File: src/verilog/drf_defines.vh
// constants for the ddr refresh and power-down command state block
`ifndef DRF_DEFINES_VH
`define DRF_DEFINES_VH
// command codes after decode
`define DRF_CMD_DESEL   4'h0
`define DRF_CMD_NOP     4'h1
`define DRF_CMD_ACT     4'h2
`define DRF_CMD_READ    4'h3
`define DRF_CMD_WRITE   4'h4
`define DRF_CMD_PRE     4'h5
`define DRF_CMD_BST     4'h6
`define DRF_CMD_AREF    4'h7
`define DRF_CMD_MRS     4'h8
// bank state codes
`define DRF_BK_IDLE     2'h0
`define DRF_BK_ACTIVE   2'h1
`define DRF_BK_READ     2'h2
`define DRF_BK_WRITE    2'h3
// refresh row counter width and precharge-all address bit
`define DRF_ROW_W       12
`define DRF_AP_BIT      8
// burst length in clocks and refresh busy time
`define DRF_BURST_CLK   4'h2
`define DRF_TRFC_NS     80
`define DRF_CLK_NS      20
`define DRF_TRFC_CYC    ((`DRF_TRFC_NS + `DRF_CLK_NS - 1) / `DRF_CLK_NS)
// dll lock count after self refresh exit
`define DRF_DLL_CYC     200
`endif

File: src/verilog/drf_refresh_fsm.v
// device-side command, refresh, power-down and bank state tracker
// What this block does
// - auto refresh: select,row,column low; cke,we high
// - refresh row from internal counter, address ignored
// - refresh completion leaves all banks idle
// - self refresh: refresh code with cke low
// - self refresh ignores all but cke
// - internal clock gated during self refresh
// - cke low idle gives power-down kind
// - power-down ignores all inputs but cke and the command
// - cke high with nop exits power-down
// - cke fall picks precharge or active power-down
// - decode select and strobes into commands
// - open row accepts read, write, precharge
// - read burst accepts read,write,terminate,precharge
// - write burst accepts read,write,precharge
// - idle bank accepts activate and precharge
`include "drf_defines.vh"
module drf_refresh_fsm
#(
   parameter ROW_W = `DRF_ROW_W  // refresh counter width
)
(
   input  wire             REF_CLK_IN,      // system clock
   input  wire             RST_IN,          // sync reset, active high
   input  wire             CKE_IN,          // clock enable pin
   input  wire             CS_N_IN,         // chip select pin
   input  wire             RAS_N_IN,        // row strobe pin
   input  wire             CAS_N_IN,        // column strobe pin
   input  wire             WE_N_IN,         // write enable pin
   input  wire [1:0]       BA_IN,           // bank address pins
   input  wire             AP_IN,           // precharge-all address bit
   output reg  [7:0]       BANK_STATE_OUT,  // two bits per bank
   output reg              REFRESHING_OUT,  // auto refresh busy
   output reg  [ROW_W-1:0] REF_ROW_OUT,     // internal refresh row
   output reg              SELF_REF_OUT,    // in self refresh
   output reg              CLK_GATE_OUT,    // internal clock off
   output reg              PD_PRE_OUT,      // precharge power-down
   output reg              PD_ACT_OUT,      // active power-down
   output reg              DLL_LOCKED_OUT,  // dll lock time elapsed
   output reg              ILLEGAL_OUT      // sticky illegal command
);
   // timer loads cut to the timer width
   localparam [7:0] TRFC_CYC = `DRF_TRFC_CYC;  // refresh busy clocks
   localparam [7:0] DLL_CYC  = `DRF_DLL_CYC;   // dll lock clocks
   // one-hot top states
   localparam ST_NORM = 5'b00001;
   localparam ST_AREF = 5'b00010;
   localparam ST_SREF = 5'b00100;
   localparam ST_PD   = 5'b01000;
   localparam ST_XSR  = 5'b10000;

   // pin synchronisers, stage one read only by stage two
   reg  [7:0]       sync1_r;         // first stage
   reg  [7:0]       sync2_r;         // second stage
   reg              cke_prev_r;      // cke at previous edge
   reg  [4:0]       state_r;         // top state
   reg  [4:0]       state_nxt;       // its next value
   reg  [7:0]       bank_r;          // per-bank state
   reg  [7:0]       bank_nxt;        // its next value
   reg  [3:0]       bcnt_r [0:3];    // burst clocks left per bank
   reg  [7:0]       tcnt_r;          // refresh / dll timer
   reg  [7:0]       tcnt_nxt;        // its next value
   reg  [ROW_W-1:0] row_r;           // refresh row counter
   reg              ill_nxt;         // illegal this edge
   wire [3:0]       cmd;             // decoded command
   wire             cke;             // synced cke
   wire [1:0]       ba;              // synced bank
   wire             ap;              // synced precharge-all
   wire             all_idle;        // every bank idle
   integer          i;               // bank loop

   assign cke = sync2_r[0];
   assign ba  = sync2_r[6:5];
   assign ap  = sync2_r[7];
   assign all_idle = (bank_r == 8'h00);

   // fetch the state of one bank
   function [1:0] bk_get;
      input [7:0] v;
      input [1:0] b;
      begin
         bk_get = v[b*2 +: 2];
      end
   endfunction

   // two-flop sync of every pin
   always @(posedge REF_CLK_IN)
   begin
      if (RST_IN)
      begin
         // idle pins: cke high, deselect, strobes high
         sync1_r <= 8'h1F;
         sync2_r <= 8'h1F;
      end
      else
      begin
         sync1_r <= {AP_IN, BA_IN, WE_N_IN, CAS_N_IN, RAS_N_IN, CS_N_IN, CKE_IN};
         sync2_r <= sync1_r;
      end
   end

   drf_cmd_decode u_dec
   (
      .cs_n_in  (sync2_r[1]),
      .ras_n_in (sync2_r[2]),
      .cas_n_in (sync2_r[3]),
      .we_n_in  (sync2_r[4]),
      .cmd_out  (cmd)
   );

   // next state, bank states and legality
   always @*
   begin
      state_nxt = state_r;
      bank_nxt  = bank_r;
      tcnt_nxt  = tcnt_r;
      ill_nxt   = 1'b0;
      // bursts that ran out return to row active
      for (i = 0; i < 4; i = i + 1)
      begin
         if (bank_r[i*2 +: 2] >= `DRF_BK_READ && bcnt_r[i] == 4'h1)
            bank_nxt[i*2 +: 2] = `DRF_BK_ACTIVE;
      end
      case (state_r)
         ST_NORM:
         begin
            if (cke_prev_r && !cke)
            begin
               if (cmd == `DRF_CMD_AREF && all_idle)
                  state_nxt = ST_SREF;
               else if (cmd <= `DRF_CMD_NOP)
                  state_nxt = ST_PD;
               else
                  ill_nxt = 1'b1;
            end
            else if (cmd == `DRF_CMD_AREF || cmd == `DRF_CMD_MRS)
            begin
               if (!all_idle)
                  ill_nxt = 1'b1;
               else if (cmd == `DRF_CMD_AREF)
               begin
                  state_nxt = ST_AREF;
                  tcnt_nxt  = TRFC_CYC;
               end
            end
            else if (cmd > `DRF_CMD_NOP)
            begin
               // check against the addressed bank only
               case (bk_get(bank_r, ba))
                  `DRF_BK_IDLE:
                  begin
                     if (cmd == `DRF_CMD_ACT)
                        bank_nxt[ba*2 +: 2] = `DRF_BK_ACTIVE;
                     else if (cmd == `DRF_CMD_PRE && ap)
                        bank_nxt = 8'h00;
                     else if (cmd != `DRF_CMD_PRE)
                        ill_nxt = 1'b1;
                  end
                  default:
                  begin
                     if (cmd == `DRF_CMD_READ)
                        bank_nxt[ba*2 +: 2] = `DRF_BK_READ;
                     else if (cmd == `DRF_CMD_WRITE)
                        bank_nxt[ba*2 +: 2] = `DRF_BK_WRITE;
                     else if (cmd == `DRF_CMD_PRE)
                     begin
                        if (ap)
                           bank_nxt = 8'h00;
                        else
                           bank_nxt[ba*2 +: 2] = `DRF_BK_IDLE;
                     end
                     else if (cmd == `DRF_CMD_BST &&
                              bk_get(bank_r, ba) == `DRF_BK_READ)
                        bank_nxt[ba*2 +: 2] = `DRF_BK_ACTIVE;
                     else
                        ill_nxt = 1'b1;
                  end
               endcase
            end
         end
         ST_AREF:
         begin
            // address ignored while counting, any command but nop or deselect flagged illegal
            if (cmd > `DRF_CMD_NOP)
               ill_nxt = 1'b1;
            if (tcnt_r == 8'h01)
            begin
               state_nxt = ST_NORM;
               bank_nxt  = 8'h00;
            end
            tcnt_nxt = tcnt_r - 8'h01;
         end
         ST_SREF:
         begin
            // only cke watched
            if (cke)
            begin
               state_nxt = ST_XSR;
               tcnt_nxt  = DLL_CYC;
            end
         end
         ST_PD:
         begin
            // only cke and a nop or deselect command watched
            if (cke && cmd <= `DRF_CMD_NOP)
               state_nxt = ST_NORM;
         end
         ST_XSR:
         begin
            // dll lock wait, executable only after it
            if (tcnt_r == 8'h01)
               state_nxt = ST_NORM;
            if (cmd > `DRF_CMD_NOP)
               ill_nxt = 1'b1;
            tcnt_nxt = tcnt_r - 8'h01;
         end
         default:
            state_nxt = ST_NORM;
      endcase
   end

   // state registers
   always @(posedge REF_CLK_IN)
   begin
      if (RST_IN)
      begin
         state_r     <= ST_NORM;
         bank_r      <= 8'h00;
         tcnt_r      <= 8'h00;
         row_r       <= {ROW_W{1'b0}};
         cke_prev_r  <= 1'b1;
         ILLEGAL_OUT <= 1'b0;
         for (i = 0; i < 4; i = i + 1)
            bcnt_r[i] <= 4'h0;
      end
      else
      begin
         state_r    <= state_nxt;
         bank_r     <= bank_nxt;
         tcnt_r     <= tcnt_nxt;
         cke_prev_r <= cke;
         // sticky until reset
         if (ill_nxt)
            ILLEGAL_OUT <= 1'b1;
         // internal row advances per auto refresh
         if (state_r == ST_NORM && state_nxt == ST_AREF)
            row_r <= row_r + 1'b1;
         for (i = 0; i < 4; i = i + 1)
         begin
            if (bank_nxt[i*2 +: 2] >= `DRF_BK_READ && bank_nxt != bank_r &&
                bk_get(bank_r, i[1:0]) != bank_nxt[i*2 +: 2])
               bcnt_r[i] <= `DRF_BURST_CLK;
            else if (state_r == ST_NORM && i[1:0] == ba &&
                     (cmd == `DRF_CMD_READ || cmd == `DRF_CMD_WRITE))
               bcnt_r[i] <= `DRF_BURST_CLK;
            else if (bcnt_r[i] != 4'h0)
               bcnt_r[i] <= bcnt_r[i] - 4'h1;
         end
      end
   end

   // registered status outputs
   always @(posedge REF_CLK_IN)
   begin
      if (RST_IN)
      begin
         BANK_STATE_OUT <= 8'h00;
         REFRESHING_OUT <= 1'b0;
         REF_ROW_OUT    <= {ROW_W{1'b0}};
         SELF_REF_OUT   <= 1'b0;
         CLK_GATE_OUT   <= 1'b0;
         PD_PRE_OUT     <= 1'b0;
         PD_ACT_OUT     <= 1'b0;
         DLL_LOCKED_OUT <= 1'b1;
      end
      else
      begin
         BANK_STATE_OUT <= bank_nxt;
         REFRESHING_OUT <= (state_nxt == ST_AREF);
         REF_ROW_OUT    <= row_r;
         SELF_REF_OUT   <= (state_nxt == ST_SREF);
         CLK_GATE_OUT   <= (state_nxt == ST_SREF);
         PD_PRE_OUT     <= (state_nxt == ST_PD) && (bank_nxt == 8'h00);
         PD_ACT_OUT     <= (state_nxt == ST_PD) && (bank_nxt != 8'h00);
         DLL_LOCKED_OUT <= (state_nxt != ST_XSR) && (state_nxt != ST_SREF);
      end
   end
endmodule // drf_refresh_fsm

File: src/verilog/drf_cmd_decode.v
// command decoder for chip select and the three strobes
module drf_cmd_decode
(
   input  wire       cs_n_in,   // chip select, active low
   input  wire       ras_n_in,  // row strobe, active low
   input  wire       cas_n_in,  // column strobe, active low
   input  wire       we_n_in,   // write enable, active low
   output reg  [3:0] cmd_out    // decoded command code
);
`include "drf_defines.vh"
   // plain truth-table decode
   always @*
   begin
      if (cs_n_in)
         cmd_out = `DRF_CMD_DESEL;
      else
      begin
         case ({ras_n_in, cas_n_in, we_n_in})
            3'b111:  cmd_out = `DRF_CMD_NOP;
            3'b011:  cmd_out = `DRF_CMD_ACT;
            3'b101:  cmd_out = `DRF_CMD_READ;
            3'b100:  cmd_out = `DRF_CMD_WRITE;
            3'b010:  cmd_out = `DRF_CMD_PRE;
            3'b110:  cmd_out = `DRF_CMD_BST;
            3'b001:  cmd_out = `DRF_CMD_AREF;
            default: cmd_out = `DRF_CMD_MRS;
         endcase
      end
   end
endmodule // drf_cmd_decode

File: config.mk
export PLATFORM = sky130hd
export DESIGN_NAME = drf_refresh_fsm
export DESIGN_NICKNAME = d
export VERILOG_FILES = /design/src/verilog/drf_refresh_fsm.v /design/src/verilog/drf_cmd_decode.v
export VERILOG_INCLUDE_DIRS = /design/src /design/src/verilog
export SDC_FILE = /design/constraint.sdc
export NUM_CORES = 1
export LEC_CHECK = 0
export ABC_AREA = 1
export BUFFER_PORTS_ARGS = -buffer_cell sky130_fd_sc_hd__buf_2
export CAP_MARGIN = 20
export CORE_MARGIN = 2
export CORE_UTILIZATION = 60
export CTS_CLUSTER_DIAMETER = 100
export DETAILED_ROUTE_END_ITERATION = 6
export PLACE_DENSITY = 0.86
export SLEW_MARGIN = 20
export SYNTH_ARGS = -nofsm -noshare
export SYNTH_HDL_FRONTEND = slang
export SYNTH_SLANG_ARGS = --single-unit
File: constraint.sdc
create_clock -name REF_CLK_IN -period 3.7 [get_ports REF_CLK_IN]
set_input_delay 0.37 -clock REF_CLK_IN [delete_from_list [all_inputs] [get_ports REF_CLK_IN]]
set_output_delay 0.37 -clock REF_CLK_IN [all_outputs]
set_load 0.01 [all_outputs]
# ---- Word-level counts from Yosys, hierarchy flattened
# Memories as Yosys holds them, arrays and structs flattened.
# Cells that the tools add are included.
dict set report totals {
  register_bits 68
  latchBits 0
  ram_bits 16
  romBits 0
  input_bits 10
  output_inout_bits 27
  n_memories 1
}
# memory depth word_bits rd rd_ports_with_merged_regs write_ports line_no
set memory_table {}
lappend memory_table {bcnt_r 4 4 4 0 4 drf_refresh_fsm.v:61} ;# reg [3:0] bcnt_r [0:3];
dict set report classes {
  add_sub_neg 7
  mul 0
  div_mod_pow 0
  order_cmp 10
  eq_ne 44
  n_shift 6
  mux 117
  bitwise_logic 12
  n_reduce_logical 44
}
# op count
set ops {}
lappend ops {{$mux W8} 17}
lappend ops {{$shiftx A2 B34 Y8 const A} 4}
lappend ops {{$mux W1} 65}
lappend ops {{$mux W4} 13}
lappend ops {{$mux W5} 9}
lappend ops {{$neg A3 Y34} 1}
lappend ops {{$shift A2 B34 Y8 const A} 1}
lappend ops {{$bwmux W8} 4}
lappend ops {{$logic_and A1 B1 Y1} 29}
lappend ops {{$pmux W4 S7} 1}
lappend ops {{$pmux W8 S3} 1}
lappend ops {{$pmux W5 S4} 1}
lappend ops {{$eq A4 B1 Y1 const B} 4}
lappend ops {{$eq A4 B3 Y1 const B} 4}
lappend ops {{$ge A2 B2 Y1 const B} 8}
lappend ops {{$logic_not A8 Y1} 2}
lappend ops {{$pmux W8 S2} 1}
lappend ops {{$reduce_bool A4 Y1} 4}
lappend ops {{$sub A4 B1 Y4 const B} 4}
lappend ops {{$add A12 B1 Y12 const B} 1}
lappend ops {{$eq A3 B3 Y1 const B} 4}
lappend ops {{$or A1 B1 Y1} 12}
lappend ops {{$eq A5 B2 Y1 const B} 2}
lappend ops {{$eq A5 B3 Y1 const B} 2}
lappend ops {{30 further kinds} 46}

# ---- Depth between registers and ports, before layout
# Gate-level depths: netlist of run 1.
dict set report depth {
  depth_word 23
  mapped_depth 21
  mapped_depth_nobuf 20
}

# ---- Hierarchy
# A second synthesis of run 1 with hierarchy kept.
dict set report hier_totals {
  hier_cells 637
  area_unflattened_um2 4464.3
}
# mod instances cells_each area_each_um2 seq_area_each_um2
set modules_own_cells {}
lappend modules_own_cells {drf_refresh_fsm 1 616 4372.9 1841.8}
lappend modules_own_cells {drf_cmd_decode 1 21 91.3 0.0}

# ---- Worst setup path before layout of run 1
# Ideal clock, no wire load.
dict set report synth_timing {
  path_type {reg2reg}
  from {register state_r[0]}
  to {memory bcnt_r[0][0], enable pin}
  setup_ns 0.315
  arrival_time_ns 1.644
  required_ns 3.385
  path_slack_ns 1.741
  path_stages_with_launch 12
  cell_sequence {dfxtp_1 -> nor3_1 -> inv_1 -> nor2_1 -> nand2_1 -> o21ai_1 -> o21ai_0 -> nand2_1 -> nand3_1 -> nand2_1 -> nand2_1 -> nand4_1}
}
# element line_no
set synth_rtl {}
lappend synth_rtl {{start, declared} drf_refresh_fsm.v:57} ;# reg [4:0] state_r;
lappend synth_rtl {{start signal, assigned} drf_refresh_fsm.v:239} ;# state_r <= state_nxt;
lappend synth_rtl {{end, declared} drf_refresh_fsm.v:61}

==> flow_metrics.tcl, run 1 <==
set metrics [dict create \
    detail_route.drc_violations 0 \
    outcome "finished clean" \
    mappedNetlistArea_sq_mm 0.004471 \
    final_critical_period_ps 2683 \
    slowest_delay_ps 630 \
    hold_slack_ps 190.4 \
    final_common_cell "sky130_fd_sc_hd__nand2_1" \
    flow.area_growth_from_synthesis_pct 10.33 \
    cap_viol_max_count 0 \
    fp_rows 31 \
    portBuffers 36 \
    mappedNetlistNets 633 \
    crit_slowest_cell "sky130_fd_sc_hd__o21ai_1" \
    synth.yosys.seq_area_share_pct 41.20 \
    worst_slew_margin_rel_pct 42.21 \
    routed_wirelength_um 10640 \
    timing.critical_path.from_type "register" \
    timing.fmax_mhz 372.7 \
    gp_congestion 1.025 \
    setup-violations-final 0 \
    flip_flop_cell_with_the_highest_count_after_synthesis "sky130_fd_sc_hd__dfxtp_1" \
    power_density_normalized_to_cell_area_mw_per_mm2 493.2 \
    chipHeight_um 90.32 \
    drt_first_iter_violations 292 \
    core_area_sq_mm 0.007253 \
    synth-edff-count 16 \
    grt_pass1_vias 3851 \
    unrepaired_setup_endpoints_after_global_routing "no" \
    final_layout_size_suffix_gt1_share_pct 15.60 \
    final_cell_area_sq_mm 0.004932 \
    synth_top_area_share_pct 30.45 \
    final_cell_mix "sky130_fd_sc_hd__nand2_1 (129), sky130_fd_sc_hd__inv_1 (91), sky130_fd_sc_hd__nor2_1 (76), sky130_fd_sc_hd__dfxtp_1 (68), sky130_fd_sc_hd__buf_2 (36)" \
    detail_route.wl_per_cell_um 14.12 \
    via_per_inst 5.477 \
    crit-reg2reg-launch "state_r[4]$_SDFF_PP0_" \
    setup-tns-final_ps 0 \
    cts_made_buffers 9 \
    maximum_number_of_pins_on_one_net_before_global_route_repair 50 \
    gr-usage-all-layers_pct 26.62 \
    floorplan.die_area_sq_mm 0.008158 \
    first_pass_grt_wire_length_um 17480 \
    worst-setup-path-type "register to register" \
    ys_ff_latch 84 \
    post_cts.resized_instances 0 \
    worst-endpoint-required_ps 3730 \
    period_utilisation_layout_pct 72.51 \
    boundaryPins 37 \
    clk_transition_reported_paths_ps 90 \
    fraction_of_synthesis_flops_using_an_asynchronous_set_or_reset_pin_pct 0 \
    ctsLongestPathBuffers 2 \
    place_hpwl_um 7780 \
    placement.cell_area_sq_mm 0.004727 \
    die_width_um 90.32 \
    syn_avg_cell_area_sq_um 7.305 \
    finalCoreUtilization_pct 68.00 \
    report.final.hold_viol_count 0 \
    antenna_violations_before_repair 0 \
    cellLeakagePower_nw 2.286 \
    critPathLaunch "state_r[4]$_SDFF_PP0_" \
    fin_worst_skew_ps 10.45 \
    timing_worst_slew_pin_value_ps 856.0 \
    clock_tree.root_cell "sky130_fd_sc_hd__clkbuf_8" \
    drt_pass1_iterations 7 \
    cell_breakdown_of_the_critical_path "inv_1, nand4_4, inv_1, o21ai_1, o21ai_0, nand3_1, nand2_1, inv_1, nand2_1, nand2_1, nand4_1" \
    worstSetupEndpointType "register" \
    worst_ir_drop_vdd_v 0.0002598 \
    path_buf_inv 3 \
    ant_nets 0 \
    insertion_delay_ps 360 \
    insertedDiodeCount 0 \
    hold_buffers 0 \
    netlist.top_cell.by_area "sky130_fd_sc_hd__dfxtp_1" \
    postCtsSetupBuffers 0 \
    worstPathMaxFanout 12 \
    ys.warnings.count 0 \
    synth.area.top_cells "sky130_fd_sc_hd__dfxtp_1 (30%), sky130_fd_sc_hd__nand2_1 (11%), sky130_fd_sc_hd__edfxtp_1 (11%), sky130_fd_sc_hd__inv_1 (7.6%), sky130_fd_sc_hd__nor2_1 (6.4%)" \
    report.final.slew_viol_count 0 \
    total_number_of_vias 4124 \
    hp-class "input pin to register" \
    gate_family_responsible_for_the_most_delay_along_the_worst_path "compound AO/OA/AOI/OAI gates" \
    arrival_time_of_data_at_the_critical_path_endpoint_ps 2710 \
    layout.nets 670 \
    cts-htree-levels 3 \
    clock-sinks 84 \
    synth_cell_type_count 45 \
    grt_overflow 0 \
    beginning_of_the_worst_hold_path "CAS_N_IN" \
    cts_tree "yes" \
    start_util_pct 61.64 \
    postSynthCellCount 612 \
]
## through the flow
stage / cells / setup slack, ps / power [mW]
after CTS: 753 / 1076 / 2.446
after global placement: 737 / 1173 / 1.731
after floorplan: 612 / 1741 / 1.623
after global routing: 753 / 809.6 / 2.580
after detailed placement: 737 / 1094 / 1.767
final: 753 / 1017 / 2.433
## layout make-up
| cell class | count | area (sq um) |
|---|---|---|
| Timing Repair Buffer | 37 | 187.7 |
| Multi-Input combinational cell | 418 | 2200 |
| Inverter | 99 | 374.1 |
| Clock inverter | 7 | 81.33 |
| Clock buffer | 9 | 123.9 |
| Sequential cell | 84 | 1842 |
| Tap cell | 99 | 123.9 |
| Fill cell | 630 | 2321 |
## per-layer routing
metal / GRT usage (%) / wire [um] / vias to the layer above / part of all wire (%)
li1: - / - / 2061 / -
met1: 32.62 / 4521 / 1890 / 43
met2: 45.11 / 5196 / 147 / 49
met3: 4.758 / 622 / 26 / 5.8
met4: 13.33 / 296 / 0 / 2.8
met5: 0 / 0 / - / 0
## power breakdown
group	total [mW]	switching [mW]	internal (mW)
Combinational	0.607	0.365	0.242
Sequential	1.15	0.0761	1.07
Clock	0.680	0.356	0.324
Total	2.43	0.797	1.64
## cell usage after synthesis, drive strengths merged (2+ instances only)
| cell | instances |
|---|---|
| nor3b | 2 |
| nand2 | 135 |
| nor2 | 84 |
| inv | 99 |
| a31oi | 6 |
| o21ai | 36 |
| dfxtp | 68 |
| nand3 | 36 |
| nand4 | 10 |
| xnor2 | 7 |
| or2 | 13 |
| buf | 4 |
| nor3 | 14 |
| o311ai | 3 |
| clkbuf | 7 |
| a21oi | 36 |
| a211oi | 4 |
| ha | 11 |
| o31ai | 2 |
| o211ai | 10 |
| edfxtp | 16 |
| nor4 | 2 |
## worst register-to-register path: cells and delay by family, from the launching register on
kind            cells  cell delay, ps
simple gates        6             690
flops               1             400
buf+inv             3             380
compound gates      2             880
## kinds of logic (layout without fill, tap and decap cells)
group                    count (synthesis)  count (layout)  share of synthesized area, %
AND/OR/NAND/NOR                        297             297                         31.29
buffers and inverters                  110             152                         9.600
adder cells (fa/ha/maj)                 11              11                         3.079
XOR/XNOR                                 8               8                         1.567
flip-flops                              84              84                         41.20
AO/OA/AOI/OAI                          102             102                         13.27
## path summary, 6_finish.rpt
path	endpoint	slack, ps	depth (start not counted)
setup / recovery	bcnt_r[0][3]$_SDFFCE_PN0P_	1020	11
hold / removal	sync1_r[3]$_SDFF_PP1_	190	2
setup reg to reg	bcnt_r[0][3]$_SDFFCE_PN0P_	1020	11
hold reg to reg	sync2_r[5]$_SDFF_PP0_	410	2
## flip-flops by register name (all words and copies together), names as in the netlist, 5 cells and up
| register | count |
|---|---|
| sync2_r | 8 |
| bank_r | 8 |
| row_r | 12 |
| REF_ROW_OUT | 12 |
| tcnt_r | 8 |
| bcnt_r | 16 |
| state_r | 5 |
| sync1_r | 8 |
No activity file was read; power rests on OpenSTA's default activity.
==> inputs of run 2 (changes only) <==
--- a/config.mk
+++ b/config.mk
@@ -10,10 +10,10 @@
 export BUFFER_PORTS_ARGS = -buffer_cell sky130_fd_sc_hd__buf_2
 export CAP_MARGIN = 20
 export CORE_MARGIN = 2
-export CORE_UTILIZATION = 60
+export CORE_UTILIZATION = 54
 export CTS_CLUSTER_DIAMETER = 100
 export DETAILED_ROUTE_END_ITERATION = 6
-export PLACE_DENSITY = 0.86
+export PLACE_DENSITY = 0.82
 export SLEW_MARGIN = 20
 export SYNTH_ARGS = -nofsm -noshare
 export SYNTH_HDL_FRONTEND = slang
==> constraint.sdc (replaced) <==
create_clock -name REF_CLK_IN -period 2.15 [get_ports REF_CLK_IN]
set_input_delay 0.215 -clock REF_CLK_IN [delete_from_list [all_inputs] [get_ports REF_CLK_IN]]
set_output_delay 0.215 -clock REF_CLK_IN [all_outputs]
set_load 0.01 [all_outputs]
==> run 2 against run 1 <==
- via count rose by 8.9%
- first-iteration DRC count rose by 20%
- the flow now finishes with violations (setup timing)
- count of clock-buffer cells in the layout increased by 1
- register-to-register slack got worse by 1100 ps
- worst hold slack worse by 160 ps
- die area grew 11%
- sequential share of layout area decreased by 4.1 points
- clock skew is 3.2 ps higher
- core utilization up 1.1 points
- non-clock buffer count grew 53
==> flow_metrics.tcl, run 2 (synthesized netlist as in run 1, its figures left out) <==
set metrics [dict create \
    detail_route.drc_violations 0 \
    drt_first_iter_violations 349 \
    final_cell_mix "sky130_fd_sc_hd__nand2_1 (109), sky130_fd_sc_hd__inv_1 (80), sky130_fd_sc_hd__nor2_1 (71), sky130_fd_sc_hd__dfxtp_1 (55), sky130_fd_sc_hd__buf_4 (53)" \
    final_layout_size_suffix_gt1_share_pct 31.88 \
    first_pass_grt_wire_length_um 17860 \
    setup-violations-final 5 \
    ff_latch_area_sq_mm 0.001866 \
    gp_congestion 0.9656 \
    timing.fmax_mhz 455.9 \
    portBuffers 36 \
    slowest_delay_ps 380 \
    worst_slew_margin_rel_pct 50.84 \
    failed_checks "setup timing" \
    outcome "finished, violations left" \
    floorplan.die_area_sq_mm 0.009022 \
    grt_overflow 0 \
    start_util_pct 54.96 \
    flow.area_growth_from_synthesis_pct 25.72 \
    n_fill_cell 653 \
    boundaryPins 37 \
    hold_buffers 0 \
    routed_wirelength_um 11460 \
    timing.critical_path.from_type "register" \
    grt_pass1_vias 3955 \
    layout.nets 725 \
    fin_total_pwr_mw 4.497 \
    insertion_delay_ps 370 \
    ctsLongestPathBuffers 2 \
    multiInputGateArea_sq_mm 0.002429 \
    worst-endpoint-required_ps 2400 \
    ant_nets 0 \
    core_area_sq_mm 0.008134 \
    timing_worst_slew_pin_value_ps 728.2 \
    report.final.hold_viol_count 0 \
    largest_register_ffs 16 \
    fin_worst_skew_ps 13.63 \
    place_hpwl_um 7993 \
    report.final.slew_viol_count 0 \
    hold_slack_ps 30.89 \
    fp_rows 33 \
    cellLeakagePower_nw 2.597 \
    worstPathMaxFanout 6 \
    gr-usage-all-layers_pct 25.38 \
    period_utilisation_layout_pct 102.0 \
    clock-sinks 84 \
    antenna_violations_before_repair 0 \
    maximum_number_of_pins_on_one_net_before_global_route_repair 50 \
    detail_route.wl_per_cell_um 14.08 \
    cts_made_buffers 9 \
    cts-htree-levels 3 \
    final_critical_period_ps 2193 \
    cts_tree "yes" \
    cell_breakdown_of_the_critical_path "nor2_1, nand3_1, nor2_1, nand2_2, nor3_4, inv_2, nor2_4, nand2_2, nor3_2, nand2_1, nor2_2, nand2_1, o21ai_1, a21oi_1" \
    drt_pass1_iterations 5 \
    largest-register "bcnt_r" \
    worstSetupEndpointType "register" \
    insertedDiodeCount 0 \
    hp-class "input pin to register" \
    total_number_of_vias 4489 \
    die_width_um 94.99 \
    crit_slowest_cell "sky130_fd_sc_hd__dfxtp_2" \
    chipHeight_um 94.99 \
    worst_ir_drop_vdd_v 0.0004828 \
    clock_tree.root_cell "sky130_fd_sc_hd__clkbuf_8" \
    clk_transition_reported_paths_ps 90 \
    cap_viol_max_count 0 \
    layout_setup_ws_ps -43.38 \
    worst-setup-path-type "register to register" \
    power_density_normalized_to_cell_area_mw_per_mm2 800.1 \
    largestRegisters "bcnt_r x16, REF_ROW_OUT x12, row_r x12" \
    final_common_cell "sky130_fd_sc_hd__nand2_1" \
    arrival_time_of_data_at_the_critical_path_endpoint_ps 2450 \
    via_per_inst 5.515 \
    unrepaired_setup_endpoints_after_global_routing "yes" \
]
[run 2: cell types whose count changed in the layout (fill, tap and decap cells not counted), sizes merged]
cell and change:
clkinv -2, clkinvlp +1, nand2 +1, clkbuf +1, buf +53, nand3 +1
[run 2: layer usage]
metal / global-route usage, % / vias to the layer above / share of wire (%)
li1: - / 2182 / -
met1: 32.02 / 2090 / 41
met2: 43.44 / 187 / 49
met3: 4.389 / 30 / 7.4
met4: 9.300 / 0 / 2.0
met5: 0 / - / 0
[run 2: layout make-up]
type / instances / area share, %
Tap cell: 105 / 2.337
Clock buffer: 10 / 2.649
Sequential cell: 84 / 33.19
Multi-Input combinational cell: 420 / 43.21
Timing Repair Buffer: 90 / 10.49
Clock inverter: 6 / 1.336
Inverter: 99 / 6.790
[run 2: path summary, 6_finish.rpt]
check | from | to | slack [ps] | depth (start not counted)
max | bank_r[3]$_SDFF_PP0_ | row_r[10]$_SDFFE_PP0P_ | -40 | 14
min | CKE_IN | sync1_r[0]$_SDFF_PP1_ | 30 | 2
min reg2reg | sync1_r[6]$_SDFF_PP0_ | sync2_r[6]$_SDFF_PP0_ | 400 | 2
max reg2reg | bank_r[3]$_SDFF_PP0_ | row_r[10]$_SDFFE_PP0P_ | -40 | 14
[run 2: worst max-delay path: cells and delay by family, from the launching register on]
| kind | cells | cell delay [ps] |
|---|---|---|
| simple gates | 11 | 1450 |
| buf+inv | 1 | 80 |
| compound gates | 2 | 180 |
| flops | 1 | 380 |
[run 2: where the power goes]
group	leakage [nW]	internal, mW	switching [mW]
clock network	0.111	0.628	0.621
logic	1.75	0.555	0.711
registers	0.736	1.84	0.142
[run 2: through the flow]
step / cells / area, sq um / util (%) / setup slack (ps) / TNS [ps]
finish: 814 / 5620 / 69.10 / -43.38 / -76.37
global route: 814 / 5620 / 69.10 / -179.1 / -2276
CTS: 797 / 5283 / 64.94 / 0.3384 / 0
detailed placement: 774 / 4967 / 61.07 / -130.1 / -1190
global placement: 774 / 4967 / 61.07 / -62.11 / -426.7
floorplan: 612 / 4471 / - / 191.0 / 0
[run 2: timing repair]
action | in CTS | in global routing
pin swaps | 6 | 22
hold endpoints to repair | 0 | 0
setup endpoints to repair | 15 | 21
gates resized for setup | 16 | 77
setup buffers | 6 | 16
gates cloned | 1 | 1
==> inputs of run 3 (changes only) <==
--- a/config.mk
+++ b/config.mk
@@ -17,4 +17,5 @@
 export SLEW_MARGIN = 20
 export SYNTH_ARGS = -nofsm -noshare
 export SYNTH_HDL_FRONTEND = slang
+export SYNTH_HIERARCHICAL = 1
 export SYNTH_SLANG_ARGS = --single-unit
==> run 3 against run 2 <==
- final area is 2.7% higher
- clock skew is 2.8 ps lower
- worst hold slack worse by 6.2 ps
- register-to-register slack worse by 200 ps
- fmax is 8.5% lower
- non-clock buffer count is 8 higher
- via count is 1.1% higher
- the run still ends with setup timing left
- synthesized area is 0.14% lower
- global-route usage is 0.66 points lower
- total power is 4.1% lower
- die area is 0.13% lower
- largest power group unchanged
- combinational power is 13% lower
==> flow_metrics.tcl, run 3 <==
set metrics [dict create \
    start_util_pct 54.88 \
    detail_route.drc_violations 0 \
    report.final.hold_viol_count 0 \
    antenna_violations_before_repair 0 \
    final_critical_period_ps 2398 \
    finalCoreUtilization_pct 70.94 \
    routed_wirelength_um 11560 \
    floorplan.die_area_sq_mm 0.009011 \
    cts_tree "yes" \
    fin_worst_skew_ps 10.86 \
    ys.warnings.count 6 \
    timing.fmax_mhz 417.0 \
    arrival_time_of_data_at_the_critical_path_endpoint_ps 2660 \
    ant_nets 0 \
    outcome "finished, violations left" \
    grt_pass1_vias 4178 \
    drt_pass1_iterations 6 \
    cell_breakdown_of_the_critical_path "buf_4, nand3_2, nand3_2, nor2_4, inv_2, buf_4, nand4_1, buf_4, a21oi_2, nand2_1, nand2_1, nand2_1, nand2_1, nand2_1, nor2_1, nand3_2, nor2_1, nor2_1" \
    failed_checks "setup timing" \
    cap_viol_max_count 0 \
    worst_ir_drop_vdd_v 0.0004273 \
    largest_register_ffs 16 \
    boundaryPins 37 \
    total_number_of_vias 4539 \
    drt_first_iter_violations 189 \
    slowest_delay_ps 380 \
    gate_family_responsible_for_the_most_delay_along_the_worst_path "simple AND/OR/NAND/NOR gates" \
    worstSetupEndpointType "register" \
    unrepaired_setup_endpoints_after_global_routing "yes" \
    chipHeight_um 94.93 \
    final_common_cell "sky130_fd_sc_hd__nand2_1" \
    insertion_delay_ps 370 \
    synth_top_area_share_pct 30.49 \
    timing.critical_path.from_type "register" \
    mappedNetlistNets 658 \
    ctsLongestPathBuffers 2 \
    placement.cell_area_sq_mm 0.004996 \
    path_buf_inv 4 \
    hold_slack_ps 24.72 \
    synth.yosys.seq_area_share_pct 41.26 \
    layout_setup_ws_ps -247.8 \
    mappedNetlistArea_sq_mm 0.004464 \
    syn_avg_cell_area_sq_um 7.008 \
    synth.area.top_cells "sky130_fd_sc_hd__dfxtp_1 (30%), sky130_fd_sc_hd__nand2_1 (12%), sky130_fd_sc_hd__edfxtp_1 (11%), sky130_fd_sc_hd__nor2_1 (8.7%), sky130_fd_sc_hd__inv_1 (7.4%)" \
    clk_transition_reported_paths_ps 90 \
    worstPathMaxFanout 4 \
    final_cell_mix "sky130_fd_sc_hd__nand2_1 (122), sky130_fd_sc_hd__nor2_1 (91), sky130_fd_sc_hd__inv_1 (78), sky130_fd_sc_hd__dfxtp_1 (65), sky130_fd_sc_hd__buf_4 (51)" \
    postSynthCellCount 637 \
    place_hpwl_um 7466 \
    gr-usage-all-layers_pct 24.72 \
    cell_with_the_most_instances_on_the_worst_path "sky130_fd_sc_hd__nand2_1" \
    die_width_um 94.93 \
    setup-violations-final 19 \
    final_cell_area_sq_mm 0.005771 \
    detail_route.wl_per_cell_um 13.70 \
    synth-edff-count 16 \
    final_layout_size_suffix_gt1_share_pct 30.04 \
    layout.nets 755 \
    portBuffers 36 \
    synthMostInstantiatedCell "sky130_fd_sc_hd__nand2_1" \
    via_per_inst 5.378 \
    hp-class "input pin to register" \
    worst-endpoint-required_ps 2410 \
    clock-sinks 84 \
    largestRegisters "bcnt_r x16, REF_ROW_OUT x12, row_r x12" \
    cts_made_buffers 9 \
    flow.area_growth_from_synthesis_pct 29.26 \
    worst_slew_margin_rel_pct 52.14 \
    fp_rows 33 \
    ys_ff_latch 84 \
    gp_congestion 0.9476 \
    grt_overflow 0 \
    cellLeakagePower_nw 2.683 \
    first_pass_grt_wire_length_um 17600 \
    clock_tree.root_cell "sky130_fd_sc_hd__clkbuf_8" \
    core_area_sq_mm 0.008134 \
    maximum_number_of_pins_on_one_net_before_global_route_repair 54 \
    report.final.slew_viol_count 0 \
    cts-htree-levels 3 \
    timing_worst_slew_pin_value_ps 717.1 \
    flip_flop_cell_with_the_highest_count_after_synthesis "sky130_fd_sc_hd__dfxtp_1" \
    power_density_normalized_to_cell_area_mw_per_mm2 747.3 \
    fraction_of_synthesis_flops_using_an_asynchronous_set_or_reset_pin_pct 0 \
    period_utilisation_layout_pct 111.5 \
    largest-register "bcnt_r" \
    netlist.top_cell.by_area "sky130_fd_sc_hd__dfxtp_1" \
    netlist_top_cells_count "sky130_fd_sc_hd__nand2_1 (142), sky130_fd_sc_hd__nor2_1 (103), sky130_fd_sc_hd__inv_1 (88)" \
    worst-setup-path-type "register to register" \
    crit_slowest_cell "sky130_fd_sc_hd__dfxtp_2" \
    synth_cell_type_count 38 \
    insertedDiodeCount 0 \
]
## run 3: cell types whose count changed in the layout (fill, tap and decap cells not counted), sizes merged, moves of 4 or more
cell | before | now
buf | 90 | 98
o211ai | 10 | 1
nor2 | 84 | 111
o21ai | 36 | 29
nand2 | 136 | 146
xor2 | 1 | 5
## run 3: cell type report
type	count	area [sq um]
Multi-Input combinational cell	444	2506
Clock inverter	7	87.58
Tap cell	105	131.4
Timing Repair inverter	1	7.507
Clock buffer	9	123.9
Fill cell	598	2364
Timing Repair Buffer	98	686.9
Inverter	96	376.6
Sequential cell	84	1851
## run 3: per-stage QoR
| stage | setup TNS (ps) | setup WS, ps | power [mW] | std cells |
|---|---|---|---|---|
| final | -1974 | -247.8 | 4.312 | 844 |
| after global routing | -5765 | -374.1 | 4.532 | 844 |
| after CTS | -74.98 | -65.77 | 4.248 | 829 |
| after detailed placement | -1246 | -207.1 | 3.015 | 804 |
| after global placement | -107.3 | -86.37 | 2.968 | 804 |
| after floorplan | 0 | 6.590 | 2.755 | 637 |
## run 3: cells by family after synthesis
family	after synthesis	synth area share, %
compound gates	80	9.501
buf+inv	109	9.978
simple gates	340	33.63
fa+ha+maj	11	3.083
flops	84	41.26
xor+xnor	13	2.550
## run 3: power breakdown
group	switching, mW	internal, mW
combinational	0.652	0.461
clock	0.669	0.568
sequential	0.123	1.84
total	1.44	2.87
## run 3: worst paths after layout
| kind | startpoint | end | slack [ps] | cells past startpoint |
|---|---|---|---|---|
| max reg2reg | sync2_r[3]$_SDFF_PP1_ | PD_ACT_OUT$_SDFF_PP0_ | -250 | 18 |
| min reg2reg | sync1_r[0]$_SDFF_PP1_ | sync2_r[0]$_SDFF_PP1_ | 410 | 1 |
| max | sync2_r[3]$_SDFF_PP1_ | PD_ACT_OUT$_SDFF_PP0_ | -250 | 18 |
| min | WE_N_IN | sync1_r[4]$_SDFF_PP1_ | 20 | 2 |
## run 3: timing repair
item | in CTS | in global routing
hold buffers | 0 | 0
gates cloned | 0 | 1
gates resized for setup | 38 | 77
endpoints found under the setup margin | 27 | 57
setup buffers | 9 | 16
pin swaps | 23 | 40
## run 3: layer usage
| layer | part of all wire [%] | vias to the layer above | track usage, % |
|---|---|---|---|
| met5 | 0 | - | 0 |
| met4 | 3.5 | 0 | 11.96 |
| met3 | 5.3 | 45 | 3.671 |
| met2 | 51 | 172 | 44.62 |
| met1 | 40 | 2093 | 28.42 |
| li1 | - | 2229 | - |
